<file path="config.mk">
export PLATFORM = sky130hd
export DESIGN_NAME = eil_ctrl
export DESIGN_NICKNAME = d
export VERILOG_FILES = /design/src/core/eil_pkg.sv /design/src/core/eil_ctrl.sv
export SDC_FILE = /design/constraint.sdc
export NUM_CORES = 1
export LEC_CHECK = 0
export ABC_CLOCK_PERIOD_IN_PS = 5100
export BUFFER_PORTS_ARGS = -buffer_cell sky130_fd_sc_hd__buf_4
export CAP_MARGIN = 20
export CORE_ASPECT_RATIO = 1.25
export CORE_MARGIN = 2
export CORE_UTILIZATION = 35
export CTS_CLUSTER_DIAMETER = 200
export DETAILED_ROUTE_END_ITERATION = 16
export PLACE_DENSITY = 0.57
export SYNTH_ARGS = -nofsm -noshare
export SYNTH_HDL_FRONTEND = slang
export SYNTH_SLANG_ARGS = --single-unit
</file>
<file path="constraint.sdc">
create_clock -name ref_clk_i -period 5.1 [get_ports ref_clk_i]
set_input_delay 1.02 -clock ref_clk_i [delete_from_list [all_inputs] [get_ports ref_clk_i]]
set_output_delay 1.02 -clock ref_clk_i [all_outputs]
set_load 0.02 [all_outputs]
</file>
<file path="src/core/eil_pkg.sv">
// Constants, register map and types for the external interrupt line controller
// Functional notes
// - Filter select bit 1 routes the line through the glitch filter, 0 bypasses it.
// - override_mode_on set enters test mode; cleared returns lines to pad input.
// - In test mode each detector, NMI too, sees the override bit, not the pad.
// - Sync bypass bit 0 adds the sync stage; bit 1 detects without it.
// - Keypad scan runs only while sweep_on is 1, idle otherwise.
// - Scan step period is 2 to the power sweep_prescale plus one rc periods.
// - active_sweep_index shows the driven scan pin; writes to it are ignored.
// - Writing 1 to a line arm bit enables the line; 0 leaves it.
// - Writing 1 to the NMI arm bit enables the NMI; 0 does nothing.
// - Writing 1 to an unarm bit disables that line, NMI included; 0 nothing.
// - Armed state register reads 1 per enabled line, 0 per disabled line.
// - Nine lines; maskable lines in bits 7 to 0, NMI in bit 8.
// - Mode bit 1 selects level detection, 0 selects edge detection.
// - Edge mode: edge bit 1 rising edge, 0 falling edge.
// - Level mode: level bit 1 high level, 0 low level.
// - Detected event sets pending bit; only writing 1 to clear register clears it.
package eil_pkg;
    localparam int NUM_LINES = 9;
    localparam int NMI_BIT = 8;
    localparam int ADDR_W = 8;
    localparam logic [7:0] OFF_PENDING = 8'h0c;
    localparam logic [7:0] OFF_CLEAR = 8'h10;
    localparam logic [7:0] OFF_MODE = 8'h14;
    localparam logic [7:0] OFF_EDGE = 8'h18;
    localparam logic [7:0] OFF_LEVEL = 8'h1c;
    localparam logic [7:0] OFF_FILTER = 8'h20;
    localparam logic [7:0] OFF_OVERRIDE = 8'h24;
    localparam logic [7:0] OFF_SYNC_BYPASS = 8'h28;
    localparam logic [7:0] OFF_SWEEP = 8'h2c;
    localparam logic [7:0] OFF_ARM = 8'h30;
    localparam logic [7:0] OFF_UNARM = 8'h34;
    localparam logic [7:0] OFF_ARMED = 8'h38;
    localparam int OVERRIDE_ON_POS = 31;
    localparam int SWEEP_ON_POS = 0;
    localparam int SWEEP_PRESCALE_LSB = 8;
    localparam int SWEEP_PRESCALE_W = 5;
    localparam int INDEX_LSB = 24;
    localparam int INDEX_W = 3;
    localparam logic [8:0] LINE_RESET = 9'h000;
    localparam logic [31:0] DATA_RESET = 32'h00000000;
    localparam int FILTER_LEN = 3;
    localparam int RC_DIV = 1;
    localparam int SCAN_CNT_W = 33;
    typedef enum logic [1:0] {
        SCAN_IDLE = 2'b01,
        SCAN_RUN = 2'b10
    } eil_scan_state_type;
endpackage : eil_pkg

</file>
<file path="src/core/eil_ctrl.sv">
// External interrupt line controller with keypad scan engine and register port
`timescale 1ns/10ps
module eil_ctrl #(
    parameter int FILTER_LEN = eil_pkg::FILTER_LEN,
    parameter int RC_DIV = eil_pkg::RC_DIV
) (
    input wire logic ref_clk_i,
    input wire logic reset_n_i,
    input wire logic [eil_pkg::ADDR_W-1:0] addr_i,
    input wire logic [31:0] wr_data_i,
    input wire logic wr_i,
    input wire logic rd_i,
    output logic [31:0] rd_data_o,
    input wire logic [7:0] ext_line_n_i,
    input wire logic nonmaskable_line_i,
    output logic [7:0] scan_pins_o,
    output logic irq_o
);
    localparam int NL = eil_pkg::NUM_LINES;

    function automatic logic hit(input logic [eil_pkg::ADDR_W-1:0] a,
                                 input logic [7:0] off);
        hit = (a == off);
    endfunction : hit

    logic wr_mode, wr_edge, wr_level, wr_filter, wr_ovr, wr_byp, wr_sweep;
    logic wr_arm, wr_unarm, wr_clear;
    assign wr_mode = wr_i && hit(addr_i, eil_pkg::OFF_MODE);
    assign wr_edge = wr_i && hit(addr_i, eil_pkg::OFF_EDGE);
    assign wr_level = wr_i && hit(addr_i, eil_pkg::OFF_LEVEL);
    assign wr_filter = wr_i && hit(addr_i, eil_pkg::OFF_FILTER);
    assign wr_ovr = wr_i && hit(addr_i, eil_pkg::OFF_OVERRIDE);
    assign wr_byp = wr_i && hit(addr_i, eil_pkg::OFF_SYNC_BYPASS);
    assign wr_sweep = wr_i && hit(addr_i, eil_pkg::OFF_SWEEP);
    assign wr_arm = wr_i && hit(addr_i, eil_pkg::OFF_ARM);
    assign wr_unarm = wr_i && hit(addr_i, eil_pkg::OFF_UNARM);
    assign wr_clear = wr_i && hit(addr_i, eil_pkg::OFF_CLEAR);

    // Configuration registers
    logic [NL-1:0] mode_sel, edge_sel, level_sel, filter_sel, pad_override_value;
    logic [NL-1:0] sync_bypass_select;
    logic override_mode_on;
    logic sweep_on;
    logic [eil_pkg::SWEEP_PRESCALE_W-1:0] sweep_prescale;

    always_ff @(posedge ref_clk_i or negedge reset_n_i) begin
        if (!reset_n_i) begin
            mode_sel <= eil_pkg::LINE_RESET;
            edge_sel <= eil_pkg::LINE_RESET;
            level_sel <= eil_pkg::LINE_RESET;
            filter_sel <= eil_pkg::LINE_RESET;
            pad_override_value <= eil_pkg::LINE_RESET;
            sync_bypass_select <= eil_pkg::LINE_RESET;
            override_mode_on <= 1'b0;
            sweep_on <= 1'b0;
            sweep_prescale <= 5'h00;
        end else begin
            if (wr_mode) begin
                mode_sel <= wr_data_i[NL-1:0];
            end
            if (wr_edge) begin
                edge_sel <= wr_data_i[NL-1:0];
            end
            if (wr_level) begin
                level_sel <= wr_data_i[NL-1:0];
            end
            if (wr_filter) begin
                filter_sel <= wr_data_i[NL-1:0];
            end
            if (wr_ovr) begin
                pad_override_value <= wr_data_i[NL-1:0];
                override_mode_on <= wr_data_i[eil_pkg::OVERRIDE_ON_POS];
            end
            if (wr_byp) begin
                sync_bypass_select <= wr_data_i[NL-1:0];
            end
            if (wr_sweep) begin
                sweep_on <= wr_data_i[eil_pkg::SWEEP_ON_POS];
                sweep_prescale <= wr_data_i[eil_pkg::SWEEP_PRESCALE_LSB +: eil_pkg::SWEEP_PRESCALE_W];
            end
        end
    end

    // Arm state
    logic [NL-1:0] armed;
    always_ff @(posedge ref_clk_i or negedge reset_n_i) begin
        if (!reset_n_i) begin
            armed <= eil_pkg::LINE_RESET;
        end else if (wr_arm) begin
            armed <= armed | wr_data_i[NL-1:0];
        end else if (wr_unarm) begin
            armed <= armed & ~wr_data_i[NL-1:0];
        end
    end

    // Pad synchronisers: change accepted once second and third stage agree
    logic [NL-1:0] pad_raw, pad_s1, pad_s2, pad_s3, pad_q;
    assign pad_raw = {nonmaskable_line_i, ext_line_n_i};
    always_ff @(posedge ref_clk_i or negedge reset_n_i) begin
        if (!reset_n_i) begin
            pad_s1 <= eil_pkg::LINE_RESET;
            pad_s2 <= eil_pkg::LINE_RESET;
            pad_s3 <= eil_pkg::LINE_RESET;
            pad_q <= eil_pkg::LINE_RESET;
        end else begin
            pad_s1 <= pad_raw;
            pad_s2 <= pad_s1;
            pad_s3 <= pad_s2;
            pad_q <= (pad_s2 & pad_s3) | (pad_q & (pad_s2 ^ pad_s3));
        end
    end

    // Line source, filter, sync stage, detector
    logic [NL-1:0] line_src, filt_q, post_filt, sync_q, det_in, det_prev, event_hit;
    assign line_src = override_mode_on ? pad_override_value : pad_q;
    assign post_filt = filter_sel & filt_q | ~filter_sel & line_src;
    assign det_in = sync_bypass_select & post_filt | ~sync_bypass_select & sync_q;

    genvar g;
    generate
        for (g = 0; g < NL; g++) begin : g_line
            logic [7:0] stable_cnt;
            always_ff @(posedge ref_clk_i or negedge reset_n_i) begin
                if (!reset_n_i) begin
                    stable_cnt <= 8'h00;
                    filt_q[g] <= 1'b0;
                end else if (line_src[g] == filt_q[g]) begin
                    stable_cnt <= 8'h00;
                end else if (stable_cnt >= 8'(FILTER_LEN - 1)) begin
                    stable_cnt <= 8'h00;
                    filt_q[g] <= line_src[g];
                end else begin
                    stable_cnt <= stable_cnt + 8'h01;
                end
            end
            always_comb begin
                if (mode_sel[g]) begin
                    event_hit[g] = (det_in[g] == level_sel[g]);
                end else if (edge_sel[g]) begin
                    event_hit[g] = det_in[g] & ~det_prev[g];
                end else begin
                    event_hit[g] = ~det_in[g] & det_prev[g];
                end
            end
        end
    endgenerate

    always_ff @(posedge ref_clk_i or negedge reset_n_i) begin
        if (!reset_n_i) begin
            sync_q <= eil_pkg::LINE_RESET;
            det_prev <= eil_pkg::LINE_RESET;
        end else begin
            sync_q <= post_filt;
            det_prev <= det_in;
        end
    end

    // Pending flags: set wins over clear
    logic [NL-1:0] pending_flags, clear_bits;
    assign clear_bits = wr_clear ? wr_data_i[NL-1:0] : eil_pkg::LINE_RESET;
    always_ff @(posedge ref_clk_i or negedge reset_n_i) begin
        if (!reset_n_i) begin
            pending_flags <= eil_pkg::LINE_RESET;
        end else begin
            pending_flags <= (pending_flags & ~clear_bits) | event_hit;
        end
    end

    assign irq_o = |(pending_flags & armed);

    // Keypad scan engine
    eil_pkg::eil_scan_state_type scan_state;
    logic [7:0] rc_cnt;
    logic rc_tick;
    logic [eil_pkg::SCAN_CNT_W-1:0] scan_cnt, scan_limit;
    logic scan_step;
    logic [eil_pkg::INDEX_W-1:0] active_sweep_index;
    logic [5:0] shift_amt;

    assign shift_amt = {1'b0, sweep_prescale} + 6'h01;
    assign scan_limit = (33'h000000001 << shift_amt) - 33'h000000001;
    assign rc_tick = (rc_cnt >= 8'(RC_DIV - 1));
    assign scan_step = (scan_state == eil_pkg::SCAN_RUN) && rc_tick && (scan_cnt == scan_limit);

    always_ff @(posedge ref_clk_i or negedge reset_n_i) begin
        if (!reset_n_i) begin
            scan_state <= eil_pkg::SCAN_IDLE;
            rc_cnt <= 8'h00;
            scan_cnt <= 33'h000000000;
            active_sweep_index <= 3'h0;
        end else begin
            case (scan_state)
                eil_pkg::SCAN_IDLE: begin
                    rc_cnt <= 8'h00;
                    scan_cnt <= 33'h000000000;
                    active_sweep_index <= 3'h0;
                    if (sweep_on) begin
                        scan_state <= eil_pkg::SCAN_RUN;
                    end
                end
                eil_pkg::SCAN_RUN: begin
                    if (!sweep_on) begin
                        scan_state <= eil_pkg::SCAN_IDLE;
                    end
                    rc_cnt <= rc_tick ? 8'h00 : rc_cnt + 8'h01;
                    if (rc_tick) begin
                        scan_cnt <= (scan_cnt >= scan_limit) ? 33'h000000000
                                                            : scan_cnt + 33'h000000001;
                    end
                    if (scan_step) begin
                        active_sweep_index <= active_sweep_index + 3'h1;
                    end
                end
                default: begin
                    scan_state <= eil_pkg::SCAN_IDLE;
                end
            endcase
        end
    end

    always_ff @(posedge ref_clk_i or negedge reset_n_i) begin
        if (!reset_n_i) begin
            scan_pins_o <= 8'h00;
        end else if (scan_state == eil_pkg::SCAN_RUN) begin
            scan_pins_o <= 8'h01 << active_sweep_index;
        end else begin
            scan_pins_o <= 8'h00;
        end
    end

    // Register read port, data one cycle after the strobe
    logic [31:0] next_rd_data;
    always_comb begin
        next_rd_data = eil_pkg::DATA_RESET;
        case (addr_i)
            eil_pkg::OFF_PENDING: next_rd_data[NL-1:0] = pending_flags;
            eil_pkg::OFF_MODE: next_rd_data[NL-1:0] = mode_sel;
            eil_pkg::OFF_EDGE: next_rd_data[NL-1:0] = edge_sel;
            eil_pkg::OFF_LEVEL: next_rd_data[NL-1:0] = level_sel;
            eil_pkg::OFF_FILTER: next_rd_data[NL-1:0] = filter_sel;
            eil_pkg::OFF_OVERRIDE: begin
                next_rd_data[NL-1:0] = pad_override_value;
                next_rd_data[eil_pkg::OVERRIDE_ON_POS] = override_mode_on;
            end
            eil_pkg::OFF_SYNC_BYPASS: next_rd_data[NL-1:0] = sync_bypass_select;
            eil_pkg::OFF_SWEEP: begin
                next_rd_data[eil_pkg::SWEEP_ON_POS] = sweep_on;
                next_rd_data[eil_pkg::SWEEP_PRESCALE_LSB +: eil_pkg::SWEEP_PRESCALE_W] = sweep_prescale;
                next_rd_data[eil_pkg::INDEX_LSB +: eil_pkg::INDEX_W] = active_sweep_index;
            end
            eil_pkg::OFF_ARMED: next_rd_data[NL-1:0] = armed;
            default: next_rd_data = eil_pkg::DATA_RESET;
        endcase
    end

    always_ff @(posedge ref_clk_i or negedge reset_n_i) begin
        if (!reset_n_i) begin
            rd_data_o <= eil_pkg::DATA_RESET;
        end else if (rd_i) begin
            rd_data_o <= next_rd_data;
        end else begin
            rd_data_o <= eil_pkg::DATA_RESET;
        end
    end
endmodule : eil_ctrl

</file>
==> run_results.csv, run 1 <==
group,metric,value,unit
final_layout,fin_nets,1390,
clocking,cts_max_level,1,
timing,fmax,211.0,MHz
final_layout,drive_gt1_frac,0.1834,
timing,fin_crit_sh,0.9292,
yosys,yosysMostFrequentCell,"dfrtp_1",
power_and_ir_drop,leakagePower,6.805,nW
timing,slew_headroom,0.2805,
routing,postRouteWirelength,29150,microns
job,cap_violations,0,
setup_path,startpoint_type,"flip-flop",
grt,grt_overflow_total,0,
min_path,hold_path.class,"reg2reg",
die,core_region_area,0.03621,sq mm
timing,fin_setup_tns,0,ps
clocking,clock-sinks,277,
yosys,synth-edff-count,0,
routing,wire_per_inst,16.50,microns
setup_path,cp_max_fo,20,
place,dp_hpwl,20150,microns
place,port_buffers,60,
timing,timing.hold.ws,340.5,ps
clocking,path_clk_slew,60,ps
timing,min_period,4739,ps
clocking,cts_buffers,30,
setup_path,timing.rr.end,"scan_cnt[17]$_DFFE_PN0P_",
min_path,hold_start,"pad_s1[4]$_DFF_PN0_",
setup_path,r2r-start,"sweep_prescale[2]$_DFFE_PN0P_",
clocking,cts_buffer_depth,3,
timing,worstMarginPinSlew,1075,ps
timing,finClkSkew,13.51,ps
min_path,min_path_cells,0,
yosys,synth_cell_types,65,
routing,antenna_left,0,
clocking,root_buffer,"clkbuf_16",
yosys,yosys.area.top_type,"dfrtp_1",
grt,grt_max_degree,133,
yosys,ys_ff_latch,277,
routing,drc_errors,0,
timing,setup_viol,0,
power_and_ir_drop,power_density,335.6,mW/mm^2
timing,finalWorstSetupSlack,361.1,ps
timing,rsz0062_at_grt,"false",
yosys,yosysWarningCount,0,
status,outcome,"finished clean",
final_layout,antenna_cells,0,
die,fp.dieArea,0.03815,sq mm
final_layout,regMostFlops,"g_line.stable_cnt",
setup_path,rrSetupSlack,360,ps
power_and_ir_drop,peakVddDrop,0.2637,mV
yosys,synth_area_leaders,"dfrtp_1 (54%), mux2_2 (7.8%), ha_1 (6.8%)",
yosys,syn_area,0.01281,sq mm
yosys,avgSynthCellArea,11.20,sq um
place,gp_congestion,0.8600,
routing,drtIter0Drc,631,
routing,via_count,8967,
yosys,yosysSeqAreaShare,0.5412,
place,place_ws,396.4,ps
grt,antenna_found_initial,0,
setup_path,endpoint,"scan_cnt[17]$_DFFE_PN0P_",
routing,drt_pass1_iterations,5,
die,initial_core_util,0.3538,
yosys,yosys.area.top_type_share,0.5392,
final_layout,largestRegisters,"g_line.stable_cnt x72, scan_cnt x33, rd_data_o x17",
final_layout,area_growth,16.55,%
final_layout,largest_reg_flops,72,
grt,grt_pass1_wl,48160,microns
final_layout,n_fill_cell,3468,
setup_path,cp-end-kind,"flip-flop",
timing,finalMaxSlewViolations,0,
setup_path,worstSetupPathType,"reg2reg",
grt,gr-usage-all-layers,0.1563,
final_layout,multiInputGateArea,0.005684,sq mm
yosys,synthCells,1144,
setup_path,critPathArrivalTime,5170,ps
yosys,ys.flop_type,"dfrtp_1",
final_layout,regArea,0.006933,sq mm
die,die_h,217.9,microns
yosys,async_reset_ff_frac,1.000,
final_layout,finalNonFillerCells,1767,
setup_path,cp_data_required_time,5530,ps
place,dp_cells,1714,
setup_path,startpoint,"sweep_prescale[2]$_DFFE_PN0P_",
die,rows,78,
die,dieWidth,175.1,microns
yosys,synthTopCellsByCount,"dfrtp_1 (276), nand2_1 (121), mux2_2 (89), nor2_1 (78), ha_1 (70)",
timing,finalHoldViolations,0,
grt,grt_pass1_vias,9028,
clocking,clk_latency,560,ps
clocking,cts_tree,"built",
die,ioPinCount,94,
routing,routed_via_density,5.075,
power_and_ir_drop,power,5.010,mW
setup_path,r2r_cells,15,
logic make-up after synthesis:
family | synth area share
AND/OR/NAND/NOR | 0.1462
other | 0.0005863
adder cells (fa/ha/maj) | 0.06837
XOR/XNOR | 0.01914
buffers and inverters | 0.03262
flip-flops | 0.5412
AO/OA/AOI/OAI | 0.1034
multiplexers | 0.08840
worst min-delay path by stage:
stage	endpoint	slack, ps
finish	pad_s2[4]$_DFF_PN0_	340
global route	pad_s2[7]$_DFF_PN0_	360
CTS	pad_s2[4]$_DFF_PN0_	340
detailed placement	pad_s2[4]$_DFF_PN0_	340
global placement	pad_s2[1]$_DFF_PN0_	330
floorplan	pad_s2[0]$_DFF_PN0_	330
repair_timing:
action | CTS | global route
resized for setup | 0 | 0
setup buffers | 0 | 1
setup endpoints to repair | 0 | 1
hold buffers | 0 | 0
power by group:
part | internal, mW | leakage (nW) | switching, mW
clock | 1.18 | 0.449 | 0.852
combinational | 0.216 | 2.78 | 0.398
sequential | 2.30 | 3.58 | 0.0641
stage by stage:
| step | cell area [sq um] | util |
|---|---|---|
| CTS | 14920 | 0.4121 |
| detailed placement | 14000 | 0.3867 |
| finish | 14930 | 0.4123 |
| global placement | 14000 | 0.3867 |
| global route | 14930 | 0.4123 |
| floorplan | 13040 | - |
layout make-up:
cell class / instances / area share
clock buffer: 45 / 0.05883
sequential: 277 / 0.4644
multi-input combinational: 836 / 0.3807
inverter: 39 / 0.009806
clock inverter: 7 / 0.002933
timing repair buffer: 83 / 0.04308
tap: 480 / 0.04023
per-layer routing:
layer | global-route usage | vias to the layer above | share of wire
li1 | - | 4310 | -
met1 | 0.2025 | 4430 | 0.44
met2 | 0.2707 | 185 | 0.49
met3 | 0.02301 | 42 | 0.046
met4 | 0.04583 | 0 | 0.023
met5 | 0 | - | 0
layout by cell type (no fill, tap or decap), drive strengths merged, types with 18 or more instances in the layout:
master	netlist	routed
a21oi	48	48
ha	70	70
o21ai	35	35
conb	2	62
nor3	19	19
inv	39	39
buf	22	83
nand3	53	53
dfrtp	276	276
nor4	23	23
nand2	122	122
nand4	18	18
a221o	18	18
a22oi	18	18
xor2	20	20
clkbuf	29	45
mux2	89	89
and3	26	26
nor2	79	79
critical path, cell delays in order (launching register included):
cell and delay, ps:
dfrtp_1 370, or3_1 500, or2_2 400, ha_1 400, nor2_1 320, a31oi_1 130
o32a_1 310, ha_1 290, nand4_1 170, or3_1 440, nor3_2 330, a2111oi_4 140
buf_4 180, buf_4 200, and3_1 180, a221o_1 260
(Power assumes the default switching activity.)
==> run 2: changes to the inputs <==
--- a/config.mk
+++ b/config.mk
@@ -6,11 +6,12 @@
 export NUM_CORES = 1
 export LEC_CHECK = 0
 export ABC_CLOCK_PERIOD_IN_PS = 5100
-export BUFFER_PORTS_ARGS = -buffer_cell sky130_fd_sc_hd__buf_4
+export BUFFER_PORTS_ARGS = -buffer_cell sky130_fd_sc_hd__clkbuf_2
 export CAP_MARGIN = 20
 export CORE_ASPECT_RATIO = 1.25
 export CORE_MARGIN = 2
 export CORE_UTILIZATION = 35
+export CTS_BUF_LIST = sky130_fd_sc_hd__clkbuf_16
 export CTS_CLUSTER_DIAMETER = 200
 export DETAILED_ROUTE_END_ITERATION = 16
 export PLACE_DENSITY = 0.57
==> run 2 against run 1 <==
Net effect: worst hold slack better by 4.9 ps; via count up 1.0%; sequential cell count unchanged; clock skew down 3.8 ps; critical path type unchanged; largest cell class unchanged.
==> run_results.csv, run 2 (synthesis results as in run 1) <==
group,metric,value,unit
status,outcome,"finished clean",
clocking,cts-resized-gates,0,
grt,grt_pass1_vias,9198,
setup_path,cp_max_fo,19,
power_and_ir_drop,power_density,348.0,mW/mm^2
clocking,cts_buffer_depth,3,
final_layout,mostFrequentLayoutCell,"dfrtp_1",
place,dp_hpwl,20240,microns
timing,finalMaxSlewViolations,0,
die,ioPinCount,94,
setup_path,startpoint_type,"flip-flop",
clocking,postCtsSetupRepairBufs,0,
clocking,clk_latency,560,ps
min_path,hold_path.class,"reg2reg",
routing,routed_via_density,5.120,
routing,drt_pass1_iterations,5,
power_and_ir_drop,peakVddDrop,0.2949,mV
setup_path,cp-end-kind,"flip-flop",
setup_path,max_stage_delay,400,ps
die,fp.dieArea,0.03815,sq mm
grt,antenna_found_initial,0,
grt,grt_max_degree,111,
setup_path,worstSetupPathType,"reg2reg",
routing,wire_per_inst,16.48,microns
final_layout,drive_gt1_frac,0.1862,
timing,setup_viol,0,
final_layout,area_growth,16.29,%
die,rows,78,
clocking,cts_tree,"built",
final_layout,regArea,0.006933,sq mm
setup_path,cp_top_family,"simple AND/OR/NAND/NOR gates",
final_layout,n_fill_cell,3467,
die,initial_core_util,0.3538,
timing,worstMarginPinSlew,1113,ps
timing,slew_headroom,0.2514,
routing,via_count,9057,
clocking,path_clk_slew,60,ps
clocking,cts_max_level,1,
timing,fin_setup_tns,0,ps
clocking,clock-sinks,277,
setup_path,cp_data_required_time,5540,ps
final_layout,multiInputGateArea,0.005684,sq mm
setup_path,critPathArrivalTime,4960,ps
grt,grt_pass1_wl,47930,microns
clocking,root_buffer,"clkbuf_16",
clocking,cts_buffers,30,
clocking,hold_buffers,0,
final_layout,mostFrequentLayoutCells,"dfrtp_1 (276), nand2_1 (121), mux2_2 (89), nor2_1 (78), ha_1 (70)",
final_layout,fin_nets,1388,
final_layout,largest_reg_flops,72,
routing,postRouteWirelength,29160,microns
timing,finClkSkew,9.701,ps
die,die_h,217.9,microns
setup_path,r2r-start,"sweep_prescale[4]$_DFFE_PN0P_",
job,cap_violations,0,
timing,rsz0062_at_grt,"false",
timing,min_period,4522,ps
die,dieWidth,175.1,microns
timing,fmax,221.2,MHz
die,core_region_area,0.03621,sq mm
final_layout,largestRegisters,"g_line.stable_cnt x72, scan_cnt x33, rd_data_o x17",
grt,gr-usage-all-layers,0.1555,
place,port_buffers,60,
routing,drtIter0Drc,477,
setup_path,slowest_stage,"or2_2",
setup_path,path_cells,"or2_2, or2_2, ha_1, nor2_1, a31oi_1, o32a_1, ha_1, nand4_1, nor3_1, a22oi_1, a31oi_1, a2111oi_4, nand2b_1, buf_12, o311ai_0",
routing,drc_errors,0,
setup_path,path_buf_inv,1,
timing,timing.hold.ws,345.5,ps
timing,finalHoldViolations,0,
final_layout,regMostFlops,"g_line.stable_cnt",
routing,antenna_left,0,
min_path,hold_start,"pad_s1[5]$_DFF_PN0_",
timing,fin_crit_sh,0.8866,
setup_path,startpoint,"sweep_prescale[4]$_DFFE_PN0P_",
power_and_ir_drop,leakagePower,6.827,nW
place,gp_congestion,0.8673,
grt,grt_overflow_total,0,
final_layout,antenna_cells,0,
==> run 2: changes by cell type in the layout (fill, tap and decap cells not counted) <==
| cell | change |
|---|---|
| clkinv_4 | +1 |
| clkinv_2 | +3 |
| bufinv_16 | +4 |
| buf_12 | +3 |
| buf_4 | -64 |
| clkbuf_1 | -9 |
| clkinv_1 | +3 |
| inv_1 | +4 |
| inv_6 | +2 |
| clkinvlp_4 | +1 |
| clkbuf_2 | +59 |
| clkbuf_8 | -5 |
==> run 2: routing by layer <==
layer	vias to the layer above	global-route usage	routed length, microns
li1	4307	-	-
met1	4454	0.1990	12380
met2	248	0.2707	14590
met3	48	0.02545	1531
met4	0	0.04472	655
met5	-	0	0
==> run 2: layout make-up <==
type | count | share of cell area
Sequential cell | 277 | 0.4654
Clock inverter | 25 | 0.01604
Multi-Input combinational cell | 836 | 0.3816
Clock buffer | 31 | 0.05207
Timing Repair Buffer | 81 | 0.03477
Inverter | 39 | 0.009827
Tap cell | 480 | 0.04032
==> run 2: power by group <==
part	leakage (nW)	switching (mW)	internal, mW
registers	3.58	0.0642	2.30
logic	2.74	0.404	0.213
clock network	0.510	0.895	1.31
==> run 2: path summary, 6_finish.rpt <==
| kind | to | slack [ps] | cells after the start |
|---|---|---|---|
| hold reg to reg | pad_s2[5]$_DFF_PN0_ | 350 | 0 |
| setup reg to reg | scan_cnt[32]$_DFFE_PN0P_ | 580 | 15 |
| max in group asynchronous | scan_state[0]$_DFFE_PN1P_ | 3620 | 2 |
| min in group asynchronous | pad_s2[2]$_DFF_PN0_ | 520 | 1 |
| setup / recovery | scan_cnt[32]$_DFFE_PN0P_ | 580 | 15 |
| hold / removal | pad_s2[5]$_DFF_PN0_ | 350 | 0 |
==> run 2: per-stage QoR <==
step	worst slack (ps)	instance area, sq um	instances	util	power, mW
3_5_place_dp	584.4	13880	1713	0.3834	3.027
4_1_cts	561.3	14900	1769	0.4114	5.257
5_1_grt	236.2	14900	1769	0.4114	5.438
3_3_place_gp	707.1	13880	1713	0.3834	3.009
2_1_floorplan	768.8	13040	1204	-	2.834
6_report	578.4	14900	1769	0.4114	5.185
